## src/smc_defs.vh

```
`ifndef SMC_DEFS_VH
`define SMC_DEFS_VH

// ********************************************************
// word format
// ********************************************************
`define SMC_WORD_W 24
`define SMC_SEL_MSB 2
`define SMC_SEL_LSB 0

// ********************************************************
// select codes
// ********************************************************
`define SMC_SEL_DITHER 3'h3
`define SMC_SEL_PUMP 3'h4
`define SMC_SEL_LOPATH 3'h5
`define SMC_SEL_OSC 3'h6

// ********************************************************
// reset values
// ********************************************************
`define SMC_RST_DITHER 24'h10000B
`define SMC_RST_PUMP 24'h12A7E4
`define SMC_RST_LOPATH 24'h0000E5
`define SMC_RST_OSC 24'h1E2106

// ********************************************************
// dither control fields
// ********************************************************
`define SMC_DIT_RESTART_MSB 19
`define SMC_DIT_RESTART_LSB 3
`define SMC_DIT_ENABLE_BIT 20
`define SMC_DIT_MAG_MSB 23
`define SMC_DIT_MAG_LSB 21

// ********************************************************
// charge pump and reference fields
// ********************************************************
`define SMC_CP_MON_MSB 9
`define SMC_CP_MON_LSB 7
`define SMC_CP_CUR_MSB 11
`define SMC_CP_CUR_LSB 10
`define SMC_CP_OFS_MSB 16
`define SMC_CP_OFS_LSB 12
`define SMC_CP_POL_BIT 17
`define SMC_CP_PUMP_SET_RESISTOR_BIT 18
`define SMC_CP_REF_MSB 20
`define SMC_CP_REF_LSB 19
`define SMC_MON_LOCK_SEL 3'h7

// ********************************************************
// lo path fields
// ********************************************************
`define SMC_LO_DRV_BIT 3
`define SMC_LO_EXT_BIT 4
`define SMC_LO_DIV_BIT 5
`define SMC_LO_MBIAS_BIT 6
`define SMC_LO_MOUT_BIT 7

// ********************************************************
// oscillator fields
// ********************************************************
`define SMC_OSC_BAND_MSB 8
`define SMC_OSC_BAND_LSB 3
`define SMC_OSC_BSRC_BIT 9
`define SMC_OSC_AMP_MSB 15
`define SMC_OSC_AMP_LSB 10
`define SMC_OSC_VCOEN_MSB 19
`define SMC_OSC_VCOEN_LSB 17
`define SMC_OSC_CPEN_BIT 20
`define SMC_OSC_PLL_MSB 20
`define SMC_OSC_PLL_LSB 17

`endif

```

## src/smc_shift_in.v

```verilog
`default_nettype none

module smc_shift_in #(
    parameter WORD_W = 24
) (
    input wire clock_i,
    input wire srst_i,
    input wire sclk_i,
    input wire sdata_i,
    input wire sle_i,
    output wire [WORD_W-1:0] word_o,
    output wire load_o
);

    reg [WORD_W-1:0] shift_q;
    reg sclk_q;
    reg sle_q;
    reg load_q;

    // ********************************************************
    // shifter: msb first, bits taken on sclk rise while le low
    // ********************************************************
    // only the last WORD_W bits before the le rise count; extra
    // leading bits fall off the top
    always @(posedge clock_i) begin
        if (srst_i) begin
            shift_q <= {WORD_W{1'b0}};
            sclk_q <= 1'b0;
            // le idles high; resetting to that level keeps a false load off the first edge
            sle_q <= 1'b1;
            load_q <= 1'b0;
        end else begin
            sclk_q <= sclk_i;
            sle_q <= sle_i;
            load_q <= sle_i & ~sle_q;
            if (sclk_i && !sclk_q && !sle_i) begin
                shift_q <= {shift_q[WORD_W-2:0], sdata_i};
            end
        end
    end

    assign word_o = shift_q;
    assign load_o = load_q;

endmodule // smc_shift_in

`default_nettype wire

```

## src/smc_lo_port.v

```verilog
`default_nettype none

module smc_lo_port (
    input wire clock_i,
    input wire srst_i,
    input wire lo_port_select_pin_i,
    input wire lo_divide_select_i,
    input wire lo_external_input_select_i,
    input wire lo_output_driver_enable_i,
    output reg lo_port_input_o,
    output reg lo_port_output_o,
    output reg lo_port_doubled_o
);

    wire drive_out;
    wire as_input;

    // ********************************************************
    // port mode decode
    // ********************************************************
    assign as_input = !lo_port_select_pin_i && lo_external_input_select_i
        && !lo_output_driver_enable_i;
    // combinations outside the table fall back to a disabled output
    assign drive_out = !lo_external_input_select_i
        && (lo_port_select_pin_i || lo_output_driver_enable_i);

    always @(posedge clock_i) begin
        if (srst_i) begin
            lo_port_input_o <= 1'b0;
            lo_port_output_o <= 1'b0;
            lo_port_doubled_o <= 1'b0;
        end else begin
            lo_port_input_o <= as_input;
            lo_port_output_o <= drive_out;
            lo_port_doubled_o <= as_input | (drive_out & lo_divide_select_i);
        end
    end

endmodule // smc_lo_port

`default_nettype wire

```

## src/smc_config_regs.v

```verilog
// Behaviour
// - select code 011 stores the word in dither control, reset 0x10000B.
// - dither enabled at reset; magnitude resets to 15, 1 recommended.
// - dither restart field takes 0 to 2^17-1; 1 typical.
// - select code 100 stores the word in charge pump register, reset 0x12A7E4.
// - bits 11:10 pick pump current; bit 18 picks internal or resistor reference.
// - bits 16:12 set phase offset in 22.5 degree steps, reset 10.
// - bit 17 sets phase offset polarity.
// - reference path scales reference by two, one, half or quarter.
// - monitor pin shows a selected signal, lock detect after reset.
// - select code 101 stores the word in lo path register, reset 0x0000E5.
// - separate enables for whole modulator bias and modulator output stage.
// - pin low, ext set, driver clear gives doubled input; pin low with both clear disables.
// - output carries doubled lo if divide bit set, else undivided lo.
// - select code 110 stores the word in oscillator register, reset 0x1E2106.
// - bit 9 picks calibrated band or manual band in bits 8:3.
// - oscillator amplitude 0 to 63, reset 8, 63 recommended.
// - enables for oscillators and charge pump; pump enabled after reset.
`include "smc_defs.vh"
`default_nettype none

module smc_config_regs #(
    parameter WORD_W = `SMC_WORD_W,
    parameter MON_W = 8
) (
    input wire clock_i,
    input wire srst_i,
    // serial programming port
    input wire sclk_i,
    input wire sdata_i,
    input wire sle_i,
    // device side inputs
    input wire lo_port_select_pin_i,
    input wire [5:0] cal_band_i,
    input wire [MON_W-1:0] monitor_source_i,
    // dither
    output wire dither_enable_o,
    output wire [2:0] dither_magnitude_o,
    output wire [16:0] dither_restart_o,
    // charge pump and reference
    output wire [1:0] pump_current_o,
    output wire pump_set_resistor_o,
    output wire [4:0] phase_offset_o,
    output wire phase_offset_negative_o,
    output wire [1:0] reference_scale_o,
    output wire [2:0] monitor_select_o,
    output reg monitor_output_pin_o,
    // lo path and modulator
    output wire modulator_bias_enable_o,
    output wire modulator_output_enable_o,
    output wire lo_port_input_o,
    output wire lo_port_output_o,
    output wire lo_port_doubled_o,
    // oscillator
    output reg [5:0] vco_band_o,
    output wire band_source_select_o,
    output wire [5:0] vco_amplitude_o,
    output wire [2:0] vco_enable_o,
    output wire pump_enable_o,
    output wire pll_powered_down_o
);

    // ********************************************************
    // serial word capture
    // ********************************************************
    wire [WORD_W-1:0] word;
    wire load;
    wire [2:0] sel;

    smc_shift_in #(
        .WORD_W(WORD_W)
    ) u_shift (
        .clock_i(clock_i),
        .srst_i(srst_i),
        .sclk_i(sclk_i),
        .sdata_i(sdata_i),
        .sle_i(sle_i),
        .word_o(word),
        .load_o(load)
    );

    assign sel = word[`SMC_SEL_MSB:`SMC_SEL_LSB];

    // ********************************************************
    // register bank
    // ********************************************************
    reg [WORD_W-1:0] dither_q;
    reg [WORD_W-1:0] pump_q;
    reg [WORD_W-1:0] lopath_q;
    reg [WORD_W-1:0] osc_q;

    // each register changes only on its own select code; the other
    // codes (0 to 2, 7) belong to registers held elsewhere
    always @(posedge clock_i) begin
        if (srst_i) begin
            dither_q <= `SMC_RST_DITHER;
            pump_q <= `SMC_RST_PUMP;
            lopath_q <= `SMC_RST_LOPATH;
            osc_q <= `SMC_RST_OSC;
        end else if (load) begin
            case (sel)
                `SMC_SEL_DITHER: begin
                    dither_q <= word;
                end
                `SMC_SEL_PUMP: begin
                    pump_q <= word;
                end
                `SMC_SEL_LOPATH: begin
                    lopath_q <= word;
                end
                `SMC_SEL_OSC: begin
                    osc_q <= word;
                end
                default: begin
                end
            endcase
        end
    end

    // ********************************************************
    // dither fields
    // ********************************************************
    // magnitude code 0 stands for the reset magnitude of 15
    assign dither_enable_o = dither_q[`SMC_DIT_ENABLE_BIT];
    assign dither_magnitude_o = dither_q[`SMC_DIT_MAG_MSB:`SMC_DIT_MAG_LSB];
    assign dither_restart_o = dither_q[`SMC_DIT_RESTART_MSB:`SMC_DIT_RESTART_LSB];

    // ********************************************************
    // charge pump and reference fields
    // ********************************************************
    assign pump_current_o = pump_q[`SMC_CP_CUR_MSB:`SMC_CP_CUR_LSB];
    assign pump_set_resistor_o = pump_q[`SMC_CP_PUMP_SET_RESISTOR_BIT];
    assign phase_offset_o = pump_q[`SMC_CP_OFS_MSB:`SMC_CP_OFS_LSB];
    assign phase_offset_negative_o = pump_q[`SMC_CP_POL_BIT];
    assign reference_scale_o = pump_q[`SMC_CP_REF_MSB:`SMC_CP_REF_LSB];
    assign monitor_select_o = pump_q[`SMC_CP_MON_MSB:`SMC_CP_MON_LSB];

    // ********************************************************
    // monitor pin
    // ********************************************************
    // registered so the pin does not glitch while the select changes
    always @(posedge clock_i) begin
        if (srst_i) begin
            monitor_output_pin_o <= 1'b0;
        end else begin
            monitor_output_pin_o <= monitor_source_i[monitor_select_o];
        end
    end

    // ********************************************************
    // lo path and modulator
    // ********************************************************
    assign modulator_bias_enable_o = lopath_q[`SMC_LO_MBIAS_BIT];
    assign modulator_output_enable_o = lopath_q[`SMC_LO_MOUT_BIT];

    smc_lo_port u_lo (
        .clock_i(clock_i),
        .srst_i(srst_i),
        .lo_port_select_pin_i(lo_port_select_pin_i),
        .lo_divide_select_i(lopath_q[`SMC_LO_DIV_BIT]),
        .lo_external_input_select_i(lopath_q[`SMC_LO_EXT_BIT]),
        .lo_output_driver_enable_i(lopath_q[`SMC_LO_DRV_BIT]),
        .lo_port_input_o(lo_port_input_o),
        .lo_port_output_o(lo_port_output_o),
        .lo_port_doubled_o(lo_port_doubled_o)
    );

    // ********************************************************
    // oscillator fields
    // ********************************************************
    assign band_source_select_o = osc_q[`SMC_OSC_BSRC_BIT];
    assign vco_amplitude_o = osc_q[`SMC_OSC_AMP_MSB:`SMC_OSC_AMP_LSB];
    assign vco_enable_o = osc_q[`SMC_OSC_VCOEN_MSB:`SMC_OSC_VCOEN_LSB];
    assign pump_enable_o = osc_q[`SMC_OSC_CPEN_BIT];
    // all four enables clear means the synthesizer is off
    assign pll_powered_down_o = ~|osc_q[`SMC_OSC_PLL_MSB:`SMC_OSC_PLL_LSB];

    // calibration result may change at any time, so the band is registered
    always @(posedge clock_i) begin
        if (srst_i) begin
            vco_band_o <= 6'h00;
        end else if (band_source_select_o) begin
            vco_band_o <= osc_q[`SMC_OSC_BAND_MSB:`SMC_OSC_BAND_LSB];
        end else begin
            vco_band_o <= cal_band_i;
        end
    end

endmodule // smc_config_regs

`default_nettype wire

```

## config.mk

```make
export PLATFORM = sky130hd
export DESIGN_NAME = smc_config_regs
export DESIGN_NICKNAME = d
export VERILOG_FILES = /design/src/smc_shift_in.v /design/src/smc_lo_port.v /design/src/smc_config_regs.v
export VERILOG_INCLUDE_DIRS = /design/src
export SDC_FILE = /design/constraint.sdc
export NUM_CORES = 1
export LEC_CHECK = 0
export BUFFER_PORTS_ARGS = -buffer_cell sky130_fd_sc_hd__buf_2
export CAP_MARGIN = 5
export CORE_UTILIZATION = 30
export CTS_CLUSTER_DIAMETER = 40
export CTS_CLUSTER_SIZE = 8
export DETAILED_ROUTE_END_ITERATION = 10
export SYNTH_ARGS = -nofsm -noshare
export SYNTH_HDL_FRONTEND = slang
export SYNTH_SLANG_ARGS = --single-unit
```

## constraint.sdc

```tcl
create_clock -name clock_i -period 3.74 [get_ports clock_i]
set_clock_uncertainty 0.15 [all_clocks]
set_input_delay 0.561 -clock clock_i [delete_from_list [all_inputs] [get_ports clock_i]]
set_output_delay 0.561 -clock clock_i [all_outputs]
set_load 0.005 [all_outputs]
```

==> metrics.txt, run 1 <==
PostCTS Resize Cnt 0; Critical Path AT 2.04 ns; worst-path cell chain nand4b_1, nand2_1, nand3_1; Post-DP Area 0.00380 mm2; vias in the first global route 2540; Routed WL roughly 7900 um; Critical Path Slowest Stage Cell nand4b_1; status complete, no violations; sequential-to-total area share from yosys stat 0.547; fin. max-slew vios 0; CTS tree built; Die Height 109 um; Detail Route Antenna Nets 0; I/O Pins 79; unrepaired setup endpoints after global routing false; Yosys top cell area share 0.547; Reg area 0.00188 mm2; DIE AREA 0.0119 mm2; routed vias ~2700; Mapped Cells 392; CP required ~3.8 ns; gp weighted congestion slightly above 0.7; root buffer cell clkbuf_16; ys async rst share 0; R2R setup slack about 1.7 ns; Peak VDD IR 208 uV; Final Critical Period around 2 ns; hpwl dp roughly 5200 um; final core utilization 0.371; CTS buffer count 9; number of flops mapped to enable cells by yosys 0; Rows 38; critical path peak fanout 21; WL/cell 13.3 um; setup bufs post-CTS 0; Final Cycle Share 0.534; initial antenna violation count 0; Worst slew margin 0.320; clock sink count 94; Syn Area/Cell 8.78 um2; DRC 0; Max Clock Freq 0.501 GHz; synthesis-stage register bit count 94; total grt overflow 0; largest net degree at the start of global routing 43; Worst Hold Class register to register; WS Path Type register to register; Max Cap Viol 0; number of port buffers 78; Worst-Skew Late Latency 0.34 ns; Die Width 109 um; Final Hold Vio Count 0; total track usage 0.141; Ant. Diodes 0; Placed Cells 575; design area 0.00409 mm2; Initial Util 0.312; cell leakage power 0.00166 uW; ranking of synthesized cells by area dfxtp_1, nand2_1, a21oi_1, mux2i_1, buf_4; power per cell area 478 mW/mm2; area of the multi-input gates 0.00132 mm2; CP peak stage delay 0.84 ns; core area 0.0110 mm2; Final setup viols 0; top_reg_cell synth dfxtp_1; Layout fillers 1141; nets 466; Fin Setup TNS 0 ns; most frequent cells in the layout nand2_1, dfxtp_1, buf_2; Worst Setup End Kind register; Max Buffers Root-to-Sink 2; first-pass GRT wire length about 12000 um; Reg clk slew, reported paths 0.06 ns; post-cts hold buffer count 0; Slew @ Worst Pin 1.01 ns; cell taking the most area after synthesis dfxtp_1; Ys Warns 0; syn nets between 400 and 500; area growth from synthesis to layout 18.7%; TritonRoute pass-1 iters 4; CTS HTree Levels 3; DRT iter0 DRCs 162; distinct cell type count after synthesis 31; fin cells just under 600; via/cell ratio around 4.6; Mapped Area ~0.0034 mm2; most common cell after layout, fill and taps aside nand2_1; Power, Total 1950 uW; critical path startpoint category register; fraction of layout cells with a size suffix above 1 0.227
==> where the power goes <==
group	switching (uW)	total (uW)	internal (uW)
Sequential	3.21	1010	1010
Clock	359	889	530
Combinational	33.3	52.4	19.1
==> worst paths after layout <==
check | cells after the start | start | endpoint
min | 1 | u_shift.sle_q | u_shift.load_o
min reg2reg | 1 | u_shift.sle_q | u_shift.load_o
max reg2reg | 3 | u_shift.word_o[0] | dither_q[20]
max | 3 | u_shift.word_o[0] | dither_q[20]
==> critical path: cells and delay by family (launching register included) <==
family / cells / cell delay [ns]
and+or+nand+nor: 3 / 1.24
DFF: 1 / 0.46
==> Yosys cell counts (2+ instances only) <==
cell type,number
nor2_1,17
buf_2,9
buf_6,3
nand2_1,134
a21oi_1,54
inv_1,3
dfxtp_1,94
mux2i_1,24
clkbuf_1,14
buf_4,10
nand4b_2,2
and4b_2,2
nand3_1,8
==> cells by family after synthesis <==
logic type | after synthesis | share of synthesized area
flops | 94 | 0.547
buf+inv | 40 | 0.0690
compound gates | 59 | 0.0901
mux | 26 | 0.0796
simple gates | 173 | 0.215
==> registers in the layout, summed over array words and instances (netlist names) <==
register and flops:
osc_q 17, u_shift.word_o 24, u_lo.lo_port_input_o 1, u_shift.sclk_q 1, monitor_output_pin_o 1, u_shift.load_o 1, lopath_q 5, dither_q 21
pump_q 14, u_lo.lo_port_doubled_o 1, vco_band_o 6, u_shift.sle_q 1, u_lo.lo_port_output_o 1
==> per-stage QoR <==
step | hold slack, ns | setup slack [ns]
finish | 0.239 | 1.74
global route | 0.261 | 1.56
CTS | 0.239 | 1.72
detailed placement | 0.227 | 1.44
global placement | 0.231 | 1.49
floorplan | 0.223 | 2.12
==> routing by layer <==
layer,up-vias,track usage,routed length [um]
met5,-,0,0
met1,1271,0.173,3650
met3,13,0.0305,468
li1,1387,-,-
met4,0,0.0946,220
met2,64,0.220,3530
==> layout make-up <==
| type | count | area share |
|---|---|---|
| Sequential cell | 94 | 0.460 |
| Multi-Input combinational cell | 258 | 0.324 |
| Timing Repair Buffer | 80 | 0.0992 |
| Clock buffer | 11 | 0.0594 |
| Tap cell | 140 | 0.0429 |
| Clock inverter | 4 | 0.0116 |
| Inverter | 3 | 0.00275 |
No activity file was read; power rests on OpenSTA's default activity.
==> run 2: changes to the inputs <==
==> constraint.sdc (replaced) <==
create_clock -name clock_i -period 2.1 [get_ports clock_i]
set_clock_uncertainty 0.15 [all_clocks]
set_input_delay 0.315 -clock clock_i [delete_from_list [all_inputs] [get_ports clock_i]]
set_output_delay 0.315 -clock clock_i [all_outputs]
set_load 0.005 [all_outputs]
==> run 2 against run 1 <==
  * Hold slack got worse by 0.19 ns
  * Critical endpoint is now osc_q[18]
  * Final cell count is 0.85% higher
  * Global-route usage increased by 0.40 points
  * Core utilization rose by 0.93 points
  * Clock-buffer cell count increased by 2
==> metrics.txt, run 2 (synthesis results as in run 1) <==
R2R Path End osc_q[18]; Die Width 109 um (unchanged); routed vias 2746 (+0.40%); PostCTS Resize Cnt 0 (unchanged); clock sink count 94 (unchanged); Max Clock Freq 0.628 GHz (+25%); Worst Hold Class input port to register; area growth from synthesis to layout 21.7%; largest net degree at the start of global routing 74 (+72%); Power, Total 3780 uW (+93%); DRT iter0 DRCs 162 (unchanged); Final Cycle Share 0.758 (+0.224); R2R setup slack 0.51 ns (-1.23 ns); via/cell ratio 4.62 (-0.44%); Slew @ Worst Pin 0.799 ns (-0.216 ns); Final setup viols 0 (unchanged); DIE AREA 0.0119 mm2 (unchanged); CTS HTree Levels 3 (unchanged); Peak VDD IR 365 uV (+76%); post-cts hold buffer count 0 (unchanged); Rows 38 (unchanged); critical path peak fanout 17 (-19%); first-pass GRT wire length 12900 um (+3.3%); setup bufs post-CTS 0 (unchanged); Worst Setup End Kind register; most frequent cells in the layout nand2_1, dfxtp_1, buf_2; initial antenna violation count 0 (unchanged); cell leakage power 0.00171 uW (+3.1%); Worst R2R Start u_shift.word_o[2]; Final Critical Period 1.59 ns (-0.405 ns); status complete, no violations; Max Cap Viol 0 (unchanged); hpwl dp 5260 um (+0.92%); gp weighted congestion 0.709 (about the same); TritonRoute pass-1 iters 4 (unchanged); DRC 0 (unchanged); Fin Setup TNS 0 ns (unchanged); max reg flops 24 (unchanged); R2R depth 3 (unchanged); Reg clk slew, reported paths 0.06 ns (about the same); Hold EP vco_band_o[2]; worst hold path stage count 3 (+2); hold_sp cal_band_i[2]; nets 470 (+0.86%); Max Buffers Root-to-Sink 2 (unchanged); WS Path Type register to register; Die Height 109 um (unchanged); unrepaired setup endpoints after global routing false; Worst-Skew Late Latency 0.34 ns (about the same); Layout fillers 1156 (+1.3%); Critical Path AT 1.64 ns (-0.40 ns); most common cell after layout, fill and taps aside nand2_1; Ant. Diodes 0 (unchanged); number of port buffers 78 (unchanged); Final Hold Vio Count 0 (unchanged); CTS tree built; critical path startpoint category register; Routed WL 7980 um (+1.4%); CP required 2.15 ns (-1.63 ns); power per cell area 901 mW/mm2 (+89%); fin. max-slew vios 0 (unchanged); total grt overflow 0 (unchanged); vias in the first global route 2613 (+2.9%); I/O Pins 79 (unchanged); CTS buffer count 9 (unchanged); fraction of layout cells with a size suffix above 1 0.233 (+0.00630); Initial Util 0.312 (unchanged); root buffer cell clkbuf_16; core area 0.0110 mm2 (unchanged); WL/cell 13.4 um (+0.51%); total track usage 0.145 (+0.00401); Detail Route Antenna Nets 0 (unchanged); Worst slew margin 0.468 (+0.147)
-- run 2: cell count changes in the layout (fill, tap and decap cells not counted) --
cell and change:
buf_12 +1, buf_4 +3, bufinv_16 +2, clkbuf_1 +1, clkbuf_8 +1, clkinv_2 -2, clkinvlp_4 -1
-- run 2: where the power goes --
part	leakage, uW	internal (uW)	switching (uW)
combinational	0.000781	37.9	59.3
sequential	0.000761	1800	5.85
clock	0.000170	1230	648
total	0.00171	3060	714
-- run 2: layout make-up --
| cell class | count | area, um2 | area share |
|---|---|---|---|
| inverters | 3 | 11.3 | 0.00269 |
| clock buffers | 13 | 260 | 0.0621 |
| multi-input cells | 258 | 1320 | 0.316 |
| well taps | 140 | 175 | 0.0418 |
| clock inverters | 3 | 90.1 | 0.0215 |
| repair buffers | 84 | 448 | 0.107 |
| flip-flops and latches | 94 | 1880 | 0.449 |
-- run 2: critical path: stages, from the launching register on --
cell and delay, ns:
dfxtp_1 0.47, nand4b_2 0.52, nand2_1 0.23, nand3_1 0.08
-- run 2: worst max path at each step --
stage | from | end | slack, ns
final | u_shift.word_o[2] | osc_q[18] | 0.51
after global routing | u_shift.word_o[1] | osc_q[18] | 0.36
after CTS | u_shift.word_o[2] | osc_q[17] | 0.50
after detailed placement | sle_i | u_shift.word_o[9] | 0.40
after global placement | sle_i | u_shift.word_o[21] | 0.43
after floorplan | u_shift.word_o[1] | pump_q[10] | 0.67
-- run 2: routing by layer --
metal / GRT usage / up-vias / wire length, um
met2: 0.222 / 71 / 3490
met4: 0.0724 / 0 / 164
met1: 0.184 / 1277 / 3840
li1: - / 1386 / -
met5: 0 / - / 0
met3: 0.0424 / 12 / 486
-- run 2: metrics by stage --
stage / hold slack, ns / utilization / cells / setup WS [ns] / cell area, um2
after floorplan: 0.223 / - / 392 / 0.665 / 3440
after global placement: 0.234 / 0.348 / 579 / 0.427 / 3840
after detailed placement: 0.243 / 0.348 / 579 / 0.395 / 3840
after CTS: 0.0452 / 0.380 / 595 / 0.502 / 4190
after global routing: 0.0615 / 0.380 / 595 / 0.362 / 4190
final: 0.0501 / 0.380 / 595 / 0.508 / 4190
==> run 3: changes to the inputs <==
--- a/config.mk
+++ b/config.mk
@@ -6,6 +6,7 @@
 export SDC_FILE = /design/constraint.sdc
 export NUM_CORES = 1
 export LEC_CHECK = 0
+export ABC_AREA = 1
 export BUFFER_PORTS_ARGS = -buffer_cell sky130_fd_sc_hd__buf_2
 export CAP_MARGIN = 5
 export CORE_UTILIZATION = 30
==> constraint.sdc (replaced) <==
create_clock -name clock_i -period 1.49 [get_ports clock_i]
set_clock_uncertainty 0.15 [all_clocks]
set_input_delay 0.2235 -clock clock_i [delete_from_list [all_inputs] [get_ports clock_i]]
set_output_delay 0.2235 -clock clock_i [all_outputs]
set_load 0.005 [all_outputs]
==> run 3 against run 2 <==
  * Clock power rose by 22%
  * Synthesized cell count rose by 10%
  * Setup slack got worse by 0.46 ns
  * Clock-buffer cell count fell by 4
  * Via count rose by 11%
  * Critical path depth rose by 1
  * Largest cell class unchanged
  * Global-route usage rose by 0.66 points
  * Final cell count rose by 10%
  * First-iteration DRC count rose by 22%
  * Non-clock buffer count rose by 12
  * Die area rose by 1.4%
==> metrics.txt, run 3 <==
status complete, no violations; area growth from synthesis to layout 24.5%; DRT iter0 DRCs 197 (+22%); TritonRoute pass-1 iters 4 (unchanged); Routed WL 8490 um (+6.4%); root buffer cell clkbuf_16; synthesis-stage register bit count 94 (unchanged); adder-cell share of the synthesized area 0 (unchanged); CTS tree built; nets 527 (+12%); Critical Path Slowest Stage Cell dlygate4sd3_1; max reg flops 24 (unchanged); hpwl dp 5780 um (+9.7%); WS Path Type input port to register; CP peak stage delay 0.55 ns (+0.03 ns); first-pass GRT wire length 14000 um (+8.2%); Final Hold Vio Count 0 (unchanged); Post-Synth Simple-Gate Area 0.235 (+0.0199); syn nets 453 (+10%); Final Cycle Share 0.965; Peak VDD IR 649 uV (+78%); most common cell after layout, fill and taps aside dfxtp_1; Layout fillers 1196 (+3.5%); Die Width 110 um (+0.69%); Worst slew margin 0.793 (+0.325); Critical Path AT 1.56 ns (-0.08 ns); power per cell area 1180 mW/mm2 (+31%); total grt overflow 0 (unchanged); cell taking the most area after synthesis dfxtp_1; number of flops mapped to enable cells by yosys 0 (unchanged); most frequent cells in the layout dfxtp_1, nor2_1, buf_2; CP required 1.62 ns (-0.53 ns); Final setup viols 0 (unchanged); sequential share of power 0.502 (+0.025); via/cell ratio 4.64 (+0.60%); Reg clk slew, reported paths 0.06 ns (about the same); Syn Area/Cell 8.06 um2 (-8.2%); Max Buffers Root-to-Sink 2 (unchanged); vias in the first global route 2908 (+11%); logic gate share of total power 0.049 (+0.023); number of port buffers 78 (unchanged); initial antenna violation count 0 (unchanged); DRC 0 (unchanged); Ys Warns 0 (unchanged); Slew @ Worst Pin 0.310 ns (-0.489 ns); routed vias 3041 (+11%); fin. max-slew vios 0 (unchanged); Switching Fraction 0.227 (+0.0382); critical path peak fanout 5 (-12); Yosys top cell area share 0.539 (-0.00764); critical path startpoint category input port; CTS HTree Levels 3 (unchanged); Pint 3960 uW (+29%); total track usage 0.151 (+0.00664); Psw 1160 uW (+63%); I/O Pins 79 (unchanged); fin cells 655 (+10%); gp weighted congestion 0.710 (+0.11%); fraction of synthesized cell area in xor and xnor cells 0 (unchanged); Die Height 110 um (+0.69%); worst-path cell chain dlygate4sd3_1, buf_2, nor2_1, dlygate4sd3_1; core area 0.0114 mm2 (+3.1%); ys async rst share 0 (unchanged); top_reg_cell synth dfxtp_1; most instantiated cells after synthesis dfxtp_1, nor2_1, nand2_1; Worst Setup End Kind register; Worst-Skew Late Latency 0.34 ns (about the same); Max Cap Viol 0 (unchanged); Fin Setup TNS 0 ns (unchanged); Detail Route Antenna Nets 0 (unchanged); distinct cell type count after synthesis 24 (-23%); clock sink count 94 (unchanged); power share of the clock group 0.449 (-0.048); CTS buffer count 9 (unchanged); Worst Hold Class input port to register; fraction of layout cells with a size suffix above 1 0.240 (+0.00727); cell leakage power 0.00196 uW (+14%); largest net degree at the start of global routing 40 (-46%); mux cell area share after synthesis 0 (-0.0796); compound-cell area share of the yosys netlist 0.133 (+0.0432); DIE AREA 0.0121 mm2 (+1.4%); Mapped Area 0.00349 mm2 (+1.4%); Final Critical Period 1.44 ns; Max Clock Freq ~0.7 GHz; WL/cell 13.0 um (-3.4%); unrepaired setup endpoints after global routing true; ranking of synthesized cells by area dfxtp_1, nor2_1, nand2_1, nand3_1, o21ai_0; Worst path most repeated cell dlygate4sd3_1; Ant. Diodes 0 (unchanged); Mapped Cells 433 (+10%); Initial Util 0.307 (-0.00502); Rows 39 (+2.6%); sequential-to-total area share from yosys stat 0.539 (-0.00764); top-count cell post-synth dfxtp_1; largest family of logic cells by synthesized area simple AND/OR/NAND/NOR gates; Placed Cells 629 (+8.6%)
-- run 3: cell count changes after synthesis, sizes merged, moves of 2 or more --
cell and change:
buf +2, and4b -2, mux2i -24, nor3b -2, inv +23, nand2 -72
nor2 +77, nand4b -3, o211ai +9, clkbuf -6, o21ai +52, a21oi -29
nand3 +25
-- run 3: cells by family after synthesis --
family                 Yosys count
AND/OR/NAND/NOR                192
flip-flops                      94
AO/OA/AOI/OAI                   87
buffers and inverters           60
-- run 3: worst max-delay path: cells and delay by family --
kind          cells  cell delay, ns
buf+inv           3            1.23
simple gates      1            0.10
-- run 3: final cells by class --
cell class	instances	area [um2]	share of cell area
flip-flops and latches	94	1880	0.433
repair buffers	96	588	0.135
well taps	143	179	0.0412
clock inverters	7	71.3	0.0164
inverters	27	110	0.0253
clock buffers	9	225	0.0518
multi-input cells	279	1290	0.297
-- run 3: final timing paths --
check / depth (start not counted) / end / startpoint / slack [ns]
min: 4 / u_lo.lo_port_doubled_o / lo_port_select_pin_i / 0.03
min reg2reg: 1 / u_shift.load_o / u_shift.sle_q / 0.24
max reg2reg: 5 / pump_q[12] / u_shift.word_o[2] / 0.11
max: 4 / u_lo.lo_port_input_o / srst_i / 0.05
-- run 3: routing by layer --
metal | vias to the layer above | global-route usage | part of all wire
met3 | 7 | 0.0539 | 0.065
li1 | 1537 | - | -
met1 | 1418 | 0.196 | 0.48
met2 | 79 | 0.232 | 0.44
met4 | 0 | 0.0514 | 0.010
met5 | - | 0 | 0
-- run 3: stage by stage --
| stage | setup WS, ns | instance area, um2 | utilization | total power [uW] | hold WS (ns) |
|---|---|---|---|---|---|
| 2_1_floorplan | 0.288 | 3490 | - | 2760 | 0.162 |
| 6_report | 0.0518 | 4350 | 0.382 | 5130 | 0.0339 |
| 4_1_cts | 0.0208 | 4330 | 0.381 | 5180 | 0.0184 |
| 3_3_place_gp | 0.0813 | 3940 | 0.346 | 2860 | 0.233 |
| 5_1_grt | -0.0267 | 4350 | 0.382 | 5300 | 0.0760 |
| 3_5_place_dp | 0.0511 | 3940 | 0.346 | 2860 | 0.239 |
-- run 3: power groups by stage --
| stage | logic [uW] | clock network (uW) | registers [uW] |
|---|---|---|---|
| 2_1_floorplan | 138 | 0 | 2630 |
| 3_3_place_gp | 230 | 0 | 2630 |
| 3_5_place_dp | 232 | 0 | 2630 |
| 4_1_cts | 251 | 2350 | 2570 |
| 5_1_grt | 284 | 2440 | 2580 |
| 6_report | 249 | 2300 | 2570 |
-- run 3: repair_timing --
action,4_1_cts,5_1_grt
setup endpoints to repair,0,24
hold buffers,10,0
setup buffers,0,0
gates resized for setup,0,6
endpoints found under the hold margin,11,0
